`src/design/lcf_params.svh`:
```
// Constants for the loop output configuration register block
`ifndef LCF_PARAMS_SVH
`define LCF_PARAMS_SVH

`define LCF_ADDR_W            8
`define LCF_OFF_CONFIG        8'h00
`define LCF_OFF_STATUS        8'h04
`define LCF_OFF_MOTOR         8'h08
`define LCF_CONFIG_RESET      32'h0000_0000
`define LCF_CONFIG_WMASK      32'h0007_fffd
`define LCF_BIT_BRAKE         0
`define LCF_BIT_RSVD          1
`define LCF_BIT_DTC           2
`define LCF_BIT_SURGE         3
`define LCF_LSB_THR           4
`define LCF_BIT_ACT           7
`define LCF_LSB_DIV           8
`define LCF_LSB_SRC           12
`define LCF_BIT_MOD           14
`define LCF_LSB_PWM           15
`define LCF_PWM_MAX_CODE      4'ha
`define LCF_THR_MAX_CODE      3'h5
`define LCF_SRC_MAX_CODE      2'h2
`define LCF_PWM_BASE_KHZ      10
`define LCF_PWM_STEP_KHZ      5
`define LCF_CLK_KHZ           100000
`define LCF_DIV3_PULSES       3
`define LCF_STOP_RECIRC       3'h1

`endif

```
`src/design/lcf_pkg.sv`:
```
// Types for the loop output configuration register block
package lcf_pkg;

  typedef enum logic [1:0] {
    LCF_SRC_ALL,
    LCF_SRC_CLOSED,
    LCF_SRC_FIRST_OPEN,
    LCF_SRC_BAD
  } lcf_src_t;

  typedef enum logic [2:0] {
    LCF_MS_IDLE,
    LCF_MS_ISD,
    LCF_MS_ALIGN,
    LCF_MS_OPEN,
    LCF_MS_CLOSED,
    LCF_MS_STOP
  } lcf_motor_t;

  typedef struct packed {
    logic [3:0] pwm_freq;
    logic       modulation_dsvm;
    logic [1:0] speed_pulse_source_select;
    logic [3:0] speed_pulse_divider;
    logic       speed_pulse_activity_config;
    logic [2:0] speed_pulse_backemf_threshold;
    logic       surge_protection_enable;
    logic       deadtime_comp_enable;
    logic       slow_stop_brake_select;
  } lcf_cfg_t;

  typedef struct packed {
    logic [2:0] state;
    logic       first_try;
    logic       backemf_below;
    logic [2:0] stop_mode;
  } lcf_motor_in_t;

endpackage

```
`src/design/lcf_pulse_div.sv`:
```
// Speed pulse divider: counts electrical edges into the speed pulse output
`timescale 1ns/1ps
`default_nettype none
`include "lcf_params.svh"

module lcf_pulse_div #(
  parameter int DIV_W = 4
) (
  input  wire logic             clk_i,
  input  wire logic             rst_i,
  input  wire logic             enable_i,
  input  wire logic [DIV_W-1:0] divider_i,
  input  wire logic             elec_cycle_i,
  input  wire logic             third_cycle_i,
  output logic                  pulse_o
);

  logic [DIV_W-1:0] count;

  ////////////////////////////////////////////////////////////////////////////
  // One-clock pulses: toggling would halve the pulse rate
  always_ff @(posedge clk_i) begin
    if (rst_i || !enable_i) begin
      count   <= '0;
      pulse_o <= 1'b0;
    end else if (divider_i == '0) begin
      pulse_o <= third_cycle_i;
    end else if (elec_cycle_i) begin
      if (count >= divider_i - 1'b1) begin
        count   <= '0;
        pulse_o <= 1'b1;
      end else begin
        count   <= count + 1'b1;
        pulse_o <= 1'b0;
      end
    end else begin
      pulse_o <= 1'b0;
    end
  end

endmodule
`default_nettype wire

```
`src/design/lcf_config_regs.sv`:
```
// Loop output configuration register with Wishbone slave and output control
//
// Functional notes
// - Bit 14 clear selects continuous, set selects discontinuous space vector modulation.
// - Source code zero: speed pulse in initial detection, open and closed loop.
// - Source code one: speed pulse only in closed loop.
// - Source code two adds open loop on first try; code three invalid.
// - Divider zero gives three pulses per cycle, else divide by value.
// - Activity bit clear: speed pulse active while motor is driven.
// - Activity bit set: speed pulse active until back-EMF below threshold.
// - Threshold codes zero to five give 1 to 30 mV; six, seven invalid.
// - Recirculation stop in align or open loop: bit 0 picks Hi-Z or brake.
//
// Our own choices: the Wishbone register port and the register offsets.
`timescale 1ns/1ps
`default_nettype none
`include "lcf_params.svh"

module lcf_config_regs #(
  parameter int AW = `LCF_ADDR_W
) (
  input  wire logic                   clk_i,
  input  wire logic                   rst_i,
  input  wire logic                   wb_cyc_i,
  input  wire logic                   wb_stb_i,
  input  wire logic                   wb_we_i,
  input  wire logic [AW-1:0]          wb_adr_i,
  input  wire logic [3:0]             wb_sel_i,
  input  wire logic [31:0]            wb_dat_i,
  output logic      [31:0]            wb_dat_o,
  output logic                        wb_ack_o,
  input  wire lcf_pkg::lcf_motor_in_t motor_i,
  input  wire logic                   elec_cycle_i,
  input  wire logic                   third_cycle_i,
  output lcf_pkg::lcf_cfg_t           cfg_o,
  output logic      [15:0]            pwm_period_o,
  output logic                        speed_pulse_output_o,
  output logic                        phase_hiz_o,
  output logic                        low_side_brake_o,
  output logic                        cfg_error_o
);

  logic [31:0]       config_q;
  logic [31:0]       next_config;
  logic [31:0]       status_word;
  logic              wb_hit;
  logic              pulse_en_q;
  logic              next_pulse_en;
  logic              driving;
  logic              pulse_raw;
  logic [3:0]        next_pwm;
  logic [2:0]        next_thr;
  logic [1:0]        next_src;
  logic [3:0]        pwm_code;
  lcf_pkg::lcf_src_t src;

  assign wb_hit   = wb_cyc_i && wb_stb_i && !wb_ack_o;
  assign pwm_code = config_q[`LCF_LSB_PWM +: 4];
  assign src      = lcf_pkg::lcf_src_t'(config_q[`LCF_LSB_SRC +: 2]);
  assign driving  = (motor_i.state != lcf_pkg::LCF_MS_IDLE) &&
                    (motor_i.state != lcf_pkg::LCF_MS_STOP);

  ////////////////////////////////////////////////////////////////////////////
  // Write merge: byte lanes, read-only reserved bit, invalid codes refused
  always_comb begin
    next_config = config_q;
    for (int i = 0; i < 4; i++) begin
      if (wb_sel_i[i]) begin
        next_config[i*8 +: 8] = wb_dat_i[i*8 +: 8];
      end
    end
    next_config = (next_config & `LCF_CONFIG_WMASK) | (config_q & ~`LCF_CONFIG_WMASK);
    next_config[`LCF_BIT_RSVD] = 1'b0;
    next_pwm = next_config[`LCF_LSB_PWM +: 4];
    next_thr = next_config[`LCF_LSB_THR +: 3];
    next_src = next_config[`LCF_LSB_SRC +: 2];
    if (next_pwm > `LCF_PWM_MAX_CODE) begin
      next_config[`LCF_LSB_PWM +: 4] = pwm_code;
    end
    if (next_thr > `LCF_THR_MAX_CODE) begin
      next_config[`LCF_LSB_THR +: 3] = config_q[`LCF_LSB_THR +: 3];
    end
    if (next_src > `LCF_SRC_MAX_CODE) begin
      next_config[`LCF_LSB_SRC +: 2] = config_q[`LCF_LSB_SRC +: 2];
    end
  end

  ////////////////////////////////////////////////////////////////////////////
  // Stored at the edge where ack is high, so a held request commits once
  always_ff @(posedge clk_i) begin
    if (rst_i) begin
      config_q    <= `LCF_CONFIG_RESET;
      cfg_error_o <= 1'b0;
    end else if (wb_cyc_i && wb_stb_i && wb_ack_o && wb_we_i &&
                 wb_adr_i == `LCF_OFF_CONFIG) begin
      config_q    <= next_config;
      cfg_error_o <= (next_pwm > `LCF_PWM_MAX_CODE) || (next_thr > `LCF_THR_MAX_CODE) ||
                     (next_src > `LCF_SRC_MAX_CODE);
    end
  end

  assign status_word = {24'h00_0000, motor_i.stop_mode, motor_i.backemf_below,
                        motor_i.first_try, motor_i.state};

  ////////////////////////////////////////////////////////////////////////////
  // Wishbone answer one cycle after the strobe; unmapped reads give zero
  always_ff @(posedge clk_i) begin
    if (rst_i) begin
      wb_ack_o <= 1'b0;
      wb_dat_o <= 32'h0000_0000;
    end else begin
      wb_ack_o <= wb_hit;
      if (wb_hit && !wb_we_i) begin
        unique case (wb_adr_i)
          `LCF_OFF_CONFIG: wb_dat_o <= config_q;
          `LCF_OFF_STATUS: wb_dat_o <= {31'h0000_0000, speed_pulse_output_o};
          `LCF_OFF_MOTOR:  wb_dat_o <= status_word;
          default:         wb_dat_o <= 32'h0000_0000;
        endcase
      end
    end
  end

  ////////////////////////////////////////////////////////////////////////////
  // Decoded fields out
  always_ff @(posedge clk_i) begin
    if (rst_i) begin
      cfg_o <= '0;
    end else begin
      cfg_o.pwm_freq                      <= pwm_code;
      cfg_o.modulation_dsvm               <= config_q[`LCF_BIT_MOD];
      cfg_o.speed_pulse_source_select     <= config_q[`LCF_LSB_SRC +: 2];
      cfg_o.speed_pulse_divider           <= config_q[`LCF_LSB_DIV +: 4];
      cfg_o.speed_pulse_activity_config   <= config_q[`LCF_BIT_ACT];
      cfg_o.speed_pulse_backemf_threshold <= config_q[`LCF_LSB_THR +: 3];
      cfg_o.surge_protection_enable       <= config_q[`LCF_BIT_SURGE];
      cfg_o.deadtime_comp_enable          <= config_q[`LCF_BIT_DTC];
      cfg_o.slow_stop_brake_select        <= config_q[`LCF_BIT_BRAKE];
    end
  end

  ////////////////////////////////////////////////////////////////////////////
  // PWM period in clocks; codes stay within the legal range
  always_ff @(posedge clk_i) begin
    if (rst_i) begin
      pwm_period_o <= 16'(`LCF_CLK_KHZ / `LCF_PWM_BASE_KHZ);
    end else begin
      pwm_period_o <= 16'(`LCF_CLK_KHZ /
                      (`LCF_PWM_BASE_KHZ + `LCF_PWM_STEP_KHZ * int'(pwm_code)));
    end
  end

  ////////////////////////////////////////////////////////////////////////////
  // Speed pulse gating by motor state and source select
  always_comb begin
    next_pulse_en = 1'b0;
    unique case (src)
      lcf_pkg::LCF_SRC_ALL: begin
        next_pulse_en = motor_i.state inside {lcf_pkg::LCF_MS_ISD, lcf_pkg::LCF_MS_OPEN,
                                              lcf_pkg::LCF_MS_CLOSED};
      end
      lcf_pkg::LCF_SRC_CLOSED: begin
        next_pulse_en = motor_i.state == lcf_pkg::LCF_MS_CLOSED;
      end
      lcf_pkg::LCF_SRC_FIRST_OPEN: begin
        next_pulse_en = (motor_i.state == lcf_pkg::LCF_MS_CLOSED) ||
                        (motor_i.state == lcf_pkg::LCF_MS_OPEN && motor_i.first_try);
      end
      lcf_pkg::LCF_SRC_BAD: begin
        next_pulse_en = 1'b0;
      end
    endcase
    if (!config_q[`LCF_BIT_ACT]) begin
      next_pulse_en = next_pulse_en && driving;
    end else begin
      next_pulse_en = next_pulse_en && !motor_i.backemf_below;
    end
  end

  always_ff @(posedge clk_i) begin
    if (rst_i) begin
      pulse_en_q <= 1'b0;
    end else begin
      pulse_en_q <= next_pulse_en;
    end
  end

  lcf_pulse_div #(
    .DIV_W(4)
  ) u_div (
    .clk_i        (clk_i),
    .rst_i        (rst_i),
    .enable_i     (pulse_en_q),
    .divider_i    (config_q[`LCF_LSB_DIV +: 4]),
    .elec_cycle_i (elec_cycle_i),
    .third_cycle_i(third_cycle_i),
    .pulse_o      (pulse_raw)
  );

  always_ff @(posedge clk_i) begin
    if (rst_i) begin
      speed_pulse_output_o <= 1'b0;
    end else begin
      speed_pulse_output_o <= pulse_raw && pulse_en_q;
    end
  end

  ////////////////////////////////////////////////////////////////////////////
  // Low-speed stop during recirculation in align or open loop
  always_ff @(posedge clk_i) begin
    if (rst_i) begin
      phase_hiz_o      <= 1'b0;
      low_side_brake_o <= 1'b0;
    end else if (motor_i.stop_mode == `LCF_STOP_RECIRC &&
                 (motor_i.state == lcf_pkg::LCF_MS_ALIGN ||
                  motor_i.state == lcf_pkg::LCF_MS_OPEN)) begin
      phase_hiz_o      <= !config_q[`LCF_BIT_BRAKE];
      low_side_brake_o <= config_q[`LCF_BIT_BRAKE];
    end else begin
      phase_hiz_o      <= 1'b0;
      low_side_brake_o <= 1'b0;
    end
  end

endmodule
`default_nettype wire

```
`config.mk`:
```
export PLATFORM = sky130hd
export DESIGN_NAME = lcf_config_regs
export DESIGN_NICKNAME = d
export VERILOG_FILES = /design/src/design/lcf_pkg.sv /design/src/design/lcf_pulse_div.sv /design/src/design/lcf_config_regs.sv
export VERILOG_INCLUDE_DIRS = /design/src /design/src/design
export SDC_FILE = /design/constraint.sdc
export NUM_CORES = 1
export LEC_CHECK = 0
export BUFFER_PORTS_ARGS = -buffer_cell sky130_fd_sc_hd__clkbuf_2
export CAP_MARGIN = 20
export CORE_MARGIN = 3
export CORE_UTILIZATION = 30
export CTS_CLUSTER_DIAMETER = 30
export DETAILED_ROUTE_END_ITERATION = 8
export PLACE_DENSITY_LB_ADDON = 0.25
export SYNTH_ARGS = -nofsm -noshare
export SYNTH_HDL_FRONTEND = slang
export SYNTH_SLANG_ARGS = --single-unit
export TNS_END_PERCENT = 50
```
`constraint.sdc`:
```
create_clock -name clk_i -period 65.9 [get_ports clk_i]
set_input_delay 3.295 -clock clk_i [delete_from_list [all_inputs] [get_ports clk_i]]
set_output_delay 3.295 -clock clk_i [all_outputs]
set_load 0.01 [all_outputs]
```
# --- After elaboration in Yosys (flattened, before gate mapping) ---
# Cells that the tools add are included.
totals:
  out_inout_bits: 71
  wordCells: 91
  input_bits: 59
  register_bits: 108
op_classes:
  n_eq_ne: 11
  magnitude_cmp: 4
  n_addsub: 3
  div: 1
  multipliers: 1
  muxes: 10
  n_reduce_logical: 32
  n_bitwise: 6
op_table:
  columns: ["op", "n"]
  rows:
  - ["$pmux W32 S3", 1]
  - ["$div A18 B32 Y32 const A", 1]
  - ["$or A19 B32 Y32", 1]
  - ["$mux W8", 2]
  - ["$logic_and A1 B1 Y1", 12]
  - ["$add A4 B7 Y8 const A", 1]
  - ["$eq A8 B3 Y1 const B", 1]
  - ["$eq A8 B4 Y1 const B", 1]
  - ["$logic_not A8 Y1", 1]
  - ["$reduce_and A2 Y1", 4]
  - ["$mul A3 B4 Y7 const A", 1]
  - ["$eq A3 B1 Y1 const B", 2]
  - ["$eq A3 B2 Y1 const B", 2]
  - ["$reduce_bool A3 Y1", 2]
  - ["$logic_not A1 Y1", 5]
  - ["$logic_or A1 B1 Y1", 5]
  - ["$not A1 Y1", 5]
  - ["$add A4 B1 Y4 const B", 1]
  - ["$eq A2 B2 Y1 const B", 2]
  - ["$ge A4 B4 Y1", 1]
  - ["$gt A4 B4 Y1 const B", 1]
  - ["$logic_not A4 Y1", 1]
  - ["$mux W1", 4]
  - ["$mux W4", 1]
  - ["10 further kinds", 10]

# --- Logic depth before layout (Yosys ltp) ---
# Gate-level depths: netlist (run 1).
logic_depth:
  word_depth: 6
  depth_mapped: 369
  depth_no_buf: 340

# --- By module ---
# Synthesis (run 1) repeated with hierarchy kept, for this count alone.
unflattened:
  cells_unflattened: 3609
  hier_area_um2: 25200.4
by_module_without_submodules:
  columns: ["module", "instances", "cells_per_inst", "area_per_inst_um2", "seq_area_each_um2"]
  rows:
  - ["lcf_config_regs", 1, 3564, 24792.5, 1541.5]
  - ["lcf_pulse_div", 1, 45, 407.9, 100.1]

# --- Worst setup path before layout (run 1) ---
# No wires, ideal clock.
synth_path:
  path_type: "reg2reg"
  start: "reg config_q[16]"
  end: "reg pwm_period_o[0]"
  stages_incl_launch_ff: 353
  arrival_ns: 69.516
  setup_slack_ns: -3.755
  path_buffers: 31
  period_less_slack_ns: 69.655
  required_time_ns: 65.762
  setup_time_ns: 0.138
  cell_sequence: "dfxtp_1 > inv_1 > fa_1 > ha_1 > buf_2 > a31oi_2 > xor2_1 > nand3_1 > o22ai_1 > ha_1 > nor2_1 > a21o_1 > nor3_1 > o32ai_1 > inv_1 > ha_1 > o21ai_0 > a21oi_1 > [... 317 more ...] > ha_1 > o21a_1 > o21ai_0 > nand2b_1 > a21o_1 > a21o_1 > a21oi_1 > and3_1 > nand2_1 > nor4_4 > buf_2 > mux2_1 > ha_1 > a2111o_1 > a221oi_1 > nand4_1 > nor4b_2 > a41oi_1"
synth_via:
  elab_chain_len: 3
synth_lines:
  columns: ["element", "line_no", "source"]
  rows:
  - ["start, declared", "lcf_config_regs.sv:43", "logic [31:0] config_q;"]
  - ["start signal, assigned", "lcf_config_regs.sv:92", "config_q <= `LCF_CONFIG_RESET;"]
  - ["start signal, assigned", "lcf_config_regs.sv:96", "config_q <= next_config;"]
  - ["$mul A3 B4 Y7 (no line)", null, null]
  - ["$add A4 B7 Y8 (no line)", null, null]
  - ["$div A18 B32 Y32 (no line)", null, null]
  - ["end signal, assigned", "lcf_config_regs.sv:146", "pwm_period_o <= 16'(`LCF_CLK_KHZ / `LCF_PWM_BASE_KHZ);"]
  - ["end signal, assigned", "lcf_config_regs.sv:148", "pwm_period_o <= 16'(`LCF_CLK_KHZ /"]
  - ["end, declared", "lcf_config_regs.sv:36", "output logic [15:0] pwm_period_o,"]
# No other way between the ends.
# A chain may end at the register's enable or synchronous reset.

# --- Final worst setup path (run 1) ---
layout_path:
  start: "reg config_q[15]"
  end: "reg pwm_period_o[0]"
# The elaborated chain is that of the path after synthesis.

==> results of run 1 <==
worst reg2reg max path: cells and delay by family (launching register included):
kind            cells  cell delay [ns]
compound gates    165            28.85
simple gates      114            18.78
fa+ha+maj          33            10.16
buf+inv            18             2.82
mux                 3             0.86
flops               1             0.36
state kept, by name, indices dropped and copies added, names as in the netlist, 4 cells and up, named ones only:
signal	count
wb_dat_o	19
pwm_period_o	16
u_div.count	4
cfg_o	18
config_q	17
logic make-up after synthesis:
kind of cell	share of synthesized area
AOI/OAI and AO/OA	0.351
xor gates and xnor gates	0.0847
adders and majority gates	0.0933
buffers and inverters	0.0386
DFF	0.0653
muxes	0.0468
other	0.000149
and+or+nand+nor	0.320
cell type report:
type / count / area (um2) / share of cell area
Sequential cell: 82 / 1650 / 0.0563
Clock inverter: 7 / 71.3 / 0.00243
Antenna cell: 1 / 2.50 / 0.0000854
Multi-Input combinational cell: 3283 / 23300 / 0.795
Timing Repair Buffer: 354 / 2430 / 0.0830
Inverter: 80 / 300 / 0.0103
Tap cell: 1070 / 1340 / 0.0457
Clock buffer: 9 / 225 / 0.00769
worst paths after layout:
check / end
setup / recovery: pwm_period_o[0]
hold / removal: wb_dat_o[1]
setup reg to reg: pwm_period_o[0]
hold reg to reg: wb_dat_o[1]
through the flow:
| stage | cells | utilization |
|---|---|---|
| after floorplan | 3584 | - |
| after global placement | 4821 | 0.340 |
| after detailed placement | 4821 | 0.340 |
| after CTS | 4837 | 0.344 |
| after global routing | 4885 | 0.355 |
| final | 4886 | 0.355 |
metal layers:
metal  vias up  global-route usage  routed length, um
met2       670               0.316              39600
met1     13222               0.270              43100
li1      14203                   -                  -
met4         0              0.0224                949
met5         -                   0                  0
met3        59              0.0238               4360
what timing repair did:
item                       4_1_cts  5_1_grt
buffers inserted                 0       47
pin swaps                        1       68
hold endpoints to repair         0        0
gates cloned                     0        1
setup endpoints to repair        1        3
resized for setup                1      135
cell usage after synthesis (15+ instances only):
master,number,area share
or2_2,34,0.0085
or3_1,47,0.012
and2_1,54,0.013
nor3b_1,16,0.0048
o22ai_1,17,0.0042
mux2_2,53,0.024
a211oi_1,61,0.018
nand2_1,291,0.043
a21o_1,143,0.043
mux2i_1,44,0.018
a2111oi_0,15,0.0052
inv_1,79,0.012
and3_1,45,0.011
o211ai_1,34,0.010
a21boi_0,17,0.0051
a211o_1,17,0.0059
or4_1,23,0.0069
nand2b_1,77,0.019
dfxtp_1,82,0.065
o31ai_1,43,0.013
nor2_1,332,0.050
a31o_2,17,0.0059
o21ai_0,172,0.034
a31oi_1,64,0.016
ha_1,186,0.093
xnor2_1,137,0.048
buf_4,21,0.0063
nor2b_1,58,0.014
a21oi_1,264,0.053
nor3_1,128,0.025
nor4_1,52,0.013
xor2_1,95,0.033
o21a_1,80,0.024
a22o_1,17,0.0059
o31a_1,22,0.0077
nand3_1,122,0.024
nand4_1,62,0.015
and4_1,22,0.0077
nand3b_1,16,0.0048
o21ai_1,28,0.0056
buf_2,38,0.0076
o21bai_1,17,0.0051
clkbuf_1,71,0.011
==> summary.txt, run 1 <==
Min path
  – Worst Hold Depth: 2
  – Hold Crit Class: flop to flop
  – Hold wc startpoint: wb_dat_o[1]

Yosys
  – Gate Count Post-Synth: 3572
  – Synthesized flop and latch total: 82
  – Ys async rst share: 0
  – Sequential-to-total area share from yosys stat: 0.0653
  – Post-Syn Area: 25100 um2
  – Yosys warnings: 0
  – Synth cell types: 137
  – Mean cell area of the mapped netlist: 7.04 um2
  – Post-synth EDFFs: 0
  – Post-synth top flop: dfxtp_1

Floorplan
  – Die area: 87300 um2
  – Chip Width: 296 um
  – Die Height: 296 um
  – Ports: 130
  – Row cnt: 105
  – Initial core utilization: 0.305
  – Core footprint: 82500 um2

Timing
  – Pins Over Slew Limit: 0
  – Final Worst Setup Slack: 3.95 ns
  – Slew margin rel.: 0.294
  – Layout Skew: 0.0287 ns
  – Setup TNS: 0 ns
  – Setup violators final: 0
  – Max Clk Rate: 16.1 MHz
  – Fin Hold WS: 0.456 ns
  – Tcrit/Tclk final: 0.940
  – Final hold vios: 0
  – Worst Max-Slew Pin Slew: 1.05 ns
  – Post-route minimum period: 61.95 ns

GRT
  – Grt total ovfl: 0
  – Initial antenna violation count: 1
  – Global router's overall resource usage: 0.190
  – Vias in the first global route: 25.6k
  – First-pass GRT wire length: 138000 um
  – Largest net degree at the start of global routing: 64

Drt
  – DRT iter0 DRCs: 1837
  – Drc violations: 0
  – Post-detailed-routing wire length: 88000 um
  – Vias: 28.2k
  – Antenna viol nets, final: 0
  – WL per Instance: 18.0 um
  – Via density: 5.76
  – Drt first pass iters: 7

Clock network
  – Clk Tree Root Cell: clkbuf_16
  – Clk pin slew, worst setup/hold paths: 0.11 ns
  – Clk_lat worst skew: 0.40 ns
  – Num CTS Buffers: 9
  – CTS H-Tree Depth: 3
  – # clock sinks: 82
  – CTS tree: built
  – Hold buffers post-CTS: 0
  – CTS Buffer Depth: 2

Final layout
  – Share of post-route cells with drive strength above 1: 0.185
  – Leading cell type in the layout, fill and taps excluded: nor2_1
  – Design Area, Final: 29300 um2
  – Fill cells: 8803
  – P&R area growth vs syn: 16.5%
  – Nets: 4056
  – Most frequent cells in the layout: nor2_1, nand2_1, buf_4, a21oi_1, ha_1

Setup path
  – Flop2flop setup slack: 3.95 ns
  – Largest fanout on the critical path: 16
  – Setup CP Type: flop to flop
  – WP buf/inv: 18
  – Most Frequent Cell on Critical Path: a21o_1
  – Critical Path Start: config_q[15]
  – Arrival time at the worst endpoint: 62.16 ns
  – R2R Path Start: config_q[15]
  – CP max stage cell: fa_2
  – CP top delay family: compound AO/OA/AOI/OAI gates
  – Critical Path RT: 66.11 ns
  – Critical Path Sink Type: flop
  – Max incr delay on CP: 0.64 ns
  – Startpoint types: flop
  – R2R cell count: 333
  – Levels on crit path: 333

Place
  – Port Buf Inserts: 101
  – Post-DP Area: 28100 um2
  – Pre-CTS setup slack: 0.299 ns
  – DPL Wire Length: 69100 um
  – Final Wtd Congestion: 0.892

Outcome
  – Status: finished clean

Job
  – Max-cap violations: 0
Power of run 1 is not shown: default switching activity piles up to over one toggle a cycle in this logic, so the estimate is an artifact.
==> inputs of run 2 (changes only) <==
- ABC_AREA: unset -> 1
==> run 2 against run 1 <==
- global-route usage is 2.1 points lower
- largest cell class unchanged
- highest routed layer unchanged
- hold slack worse by 0.027 ns
- clock-buffer cell count stayed put
==> summary.txt, run 2 <==
Setup path
  – Max incr delay on CP: 0.65 ns (was 0.64 ns)
  – Startpoint types: flop (unchanged)
  – Critical Path Sink Type: flop (unchanged)
  – Largest fanout on the critical path: 43 (was 16)
  – Setup CP Type: flop to flop (unchanged)
  – R2R cell count: 352 (was 333)
  – CP max stage cell: fa_1 (was fa_2)
  – Critical Path Start: config_q[16] (was config_q[15])
  – R2r endpoint: pwm_period_o[0] (unchanged)
  – Most Frequent Cell on Critical Path: nand2_1 (was a21o_1)
  – Arrival time at the worst endpoint: 59.68 ns (was 62.16 ns)
  – Critical Path RT: 66.15 ns (was 66.11 ns)
  – R2R Path Start: config_q[16] (was config_q[15])
  – Flop2flop setup slack: 6.47 ns (was 3.95 ns)

Drt
  – Met2 routed WL: 39100 um (was 39600 um)
  – Post-detailed-routing wire length: 85900 um (was 88000 um)
  – WL per Instance: 14.1 um (was 18.0 um)
  – Via density: 4.80 (was 5.76)
  – M1 wire length: 43300 um (was 43100 um)
  – Vias: 29.2k (was 28.2k)
  – WL met3: 2070 um (was 4360 um)
  – Drt first pass iters: 6 (was 7)
  – Drc violations: 0 (unchanged)
  – Antenna viol nets, final: 0 (unchanged)
  – Top sig layer: met4 (unchanged)
  – DRT iter0 DRCs: 1773 (was 1837)

Final layout
  – Final Core Density: 0.322 (was 0.355)
  – Sequential standard cell area: 1640 um2 (was 1650 um2)
  – ANT cells: 0 (was 1)
  – Fill cells: 10.6k (was 8803)
  – Multi-input logic area: 23000 um2 (was 23300 um2)
  – Nets: 5069 (was 4056)
  – Fin cells: 6082 (was 4886)
  – Max reg flops: 19 (unchanged)
  – Share of post-route cells with drive strength above 1: 0.205 (was 0.185)
  – Largest regs: wb_dat_o x19, cfg_o x18, config_q x17 (unchanged)
  – Most frequent cells in the layout: nand2_1, inv_1, nor2_1, nand3_1, nand2_2 (was nor2_1, nand2_1, buf_4, a21oi_1, ha_1)
  – Leading cell type in the layout, fill and taps excluded: nand2_1 (was nor2_1)
  – P&R area growth vs syn: 6.21% (was 16.5%)
  – Largest reg by FF count: wb_dat_o (unchanged)

Timing
  – Final Worst Setup Slack: 6.47 ns (was 3.95 ns)
  – Post-route minimum period: 59.43 ns (was 61.95 ns)
  – Max Clk Rate: 16.8 MHz (was 16.1 MHz)
  – Pins Over Slew Limit: 0 (unchanged)
  – Tcrit/Tclk final: 0.902 (was 0.940)
  – Setup TNS: 0 ns (unchanged)
  – Layout Skew: 0.0277 ns (was 0.0287 ns)
  – Setup violators final: 0 (unchanged)
  – Worst Max-Slew Pin Slew: 0.839 ns (was 1.05 ns)
  – Slew margin rel.: 0.436 (was 0.294)
  – RSZ-0062 raised after global routing: false
  – Final hold vios: 0 (unchanged)

Place
  – Placed cells: 6048 (was 4821)
  – Port Buf Inserts: 101 (unchanged)
  – Pre-CTS setup slack: 3.41 ns (was 0.299 ns)
  – DPL Wire Length: 70000 um (was 69100 um)
  – Final Wtd Congestion: 0.897 (was 0.892)

Yosys
  – Post-Syn Area: 28500 um2 (was 25100 um2)
  – Synth cell count leaders: nand2_1, inv_1, nor2_1 (was nor2_1, nand2_1, a21oi_1)
  – Sequential-to-total area share from yosys stat: 0.0577 (was 0.0653)
  – Top cells by area, synth: nand2_1, ha_1, inv_1 (was ha_1, dfxtp_1, a21oi_1)
  – Most frequent cell after synthesis: nand2_1 (was nor2_1)
  – Synth area leader: nand2_1 (was ha_1)
  – Synthesized flop and latch total: 82 (unchanged)
  – Post-synth top flop: dfxtp_1 (unchanged)
  – Synth cell types: 78 (was 137)
  – Synth top area share: 0.152 (was 0.0926)
  – Gate Count Post-Synth: 4761 (was 3572)
  – Ys async rst share: 0 (unchanged)
  – Post-synth EDFFs: 0 (unchanged)
  – Mean cell area of the mapped netlist: 5.98 um2 (was 7.04 um2)
  – Yosys warnings: 0 (unchanged)

Clock network
  – CTS tree: built (unchanged)
  – CTS Buffer Depth: 2 (unchanged)
  – Clk pin slew, worst setup/hold paths: 0.09 ns (was 0.11 ns)
  – Num CTS Buffers: 9 (unchanged)
  – CTS H-Tree Depth: 3 (unchanged)
  – Clk Tree Root Cell: clkbuf_16 (unchanged)
  – Clk_lat worst skew: 0.40 ns (about the same)
  – # clock sinks: 82 (unchanged)

Floorplan
  – Core footprint: 93700 um2 (was 82500 um2)
  – Die Height: 314 um (was 296 um)
  – Initial core utilization: 0.304 (was 0.305)
  – Die area: 98600 um2 (was 87300 um2)
  – Chip Width: 314 um (was 296 um)
  – Row cnt: 112 (was 105)
  – Ports: 130 (unchanged)

Min path
  – Hold Path End: phase_hiz_o (was wb_dat_o[1])
  – Hold Crit Class: flop to flop (unchanged)
  – Worst Hold Depth: 1 (was 2)
  – Hold wc startpoint: config_q[0] (was wb_dat_o[1])

GRT
  – Global router's overall resource usage: 0.170 (was 0.190)
  – First-pass GRT wire length: 140000 um (was 138000 um)
  – Initial antenna violation count: 0 (was 1)
  – Largest net degree at the start of global routing: 44 (was 64)
  – Vias in the first global route: 27.3k (was 25.6k)
  – Grt total ovfl: 0 (unchanged)

Outcome
  – Status: finished clean (unchanged)

Job
  – Max-cap violations: 0 (unchanged)
run 2: cell types whose count changed after synthesis, moves of 75 or more:
cell,delta
a21o_1,-138
a21oi_1,-78
inv_1,+534
nand2_1,+860
nand2_2,+219
nand2_4,+84
nand2b_1,-77
nand3_1,+284
nand3_2,+100
nand4_1,+75
nor2_1,+103
nor2_2,+121
nor3_1,-102
run 2: what timing repair did:
action	in CTS	in global routing
hold buffers	0	0
resized for setup	0	19
buffers inserted	0	17
setup endpoints to repair	0	3
run 2: metrics by stage:
stage | hold WS (ns) | instance area (um2)
floorplan | 0.391 | 28500
CTS | 0.431 | 30000
finish | 0.429 | 30200
detailed placement | 0.404 | 29700
global placement | 0.407 | 29700
global route | 0.463 | 30200
run 2: worst max-delay path by stage:
stage,endpoint,slack (ns),cells after the start
4_1_cts,pwm_period_o[0],3.19,347
5_1_grt,pwm_period_o[0],0.07,355
3_3_place_gp,pwm_period_o[0],3.69,353
2_1_floorplan,pwm_period_o[0],14.34,383
6_report,pwm_period_o[0],6.47,352
3_5_place_dp,pwm_period_o[0],3.41,349
run 2: critical path: cells and delay by family (launching register included):
| family | cells | cell delay, ns |
|---|---|---|
| buffers and inverters | 55 | 5.89 |
| XOR/XNOR | 1 | 0.32 |
| adder cells (fa/ha/maj) | 32 | 11.21 |
| AND/OR/NAND/NOR | 161 | 22.88 |
| flip-flops | 1 | 0.33 |
| AO/OA/AOI/OAI | 103 | 18.49 |
run 2: cell families after synthesis:
logic type,share of synthesized area
adders and majority gates,0.0825
AOI/OAI and AO/OA,0.123
other,0.000132
buffers and inverters,0.138
DFF,0.0577
and+or+nand+nor,0.537
xor gates and xnor gates,0.0615
run 2: area by class of cell:
class / count / share of cell area
Clock buffer: 9 / 0.00745
Inverter: 742 / 0.0972
Tap cell: 1254 / 0.0519
Sequential cell: 82 / 0.0544
Multi-Input combinational cell: 3856 / 0.762
Clock inverter: 7 / 0.00228
Timing Repair Buffer: 132 / 0.0244
run 2: per-layer routing:
layer | vias to the layer above | GRT usage
li1 | 15529 | -
met1 | 13198 | 0.238
met2 | 430 | 0.290
met3 | 60 | 0.00764
met4 | 0 | 0.0304
met5 | - | 0
Power of run 2 is left out for the same reason.
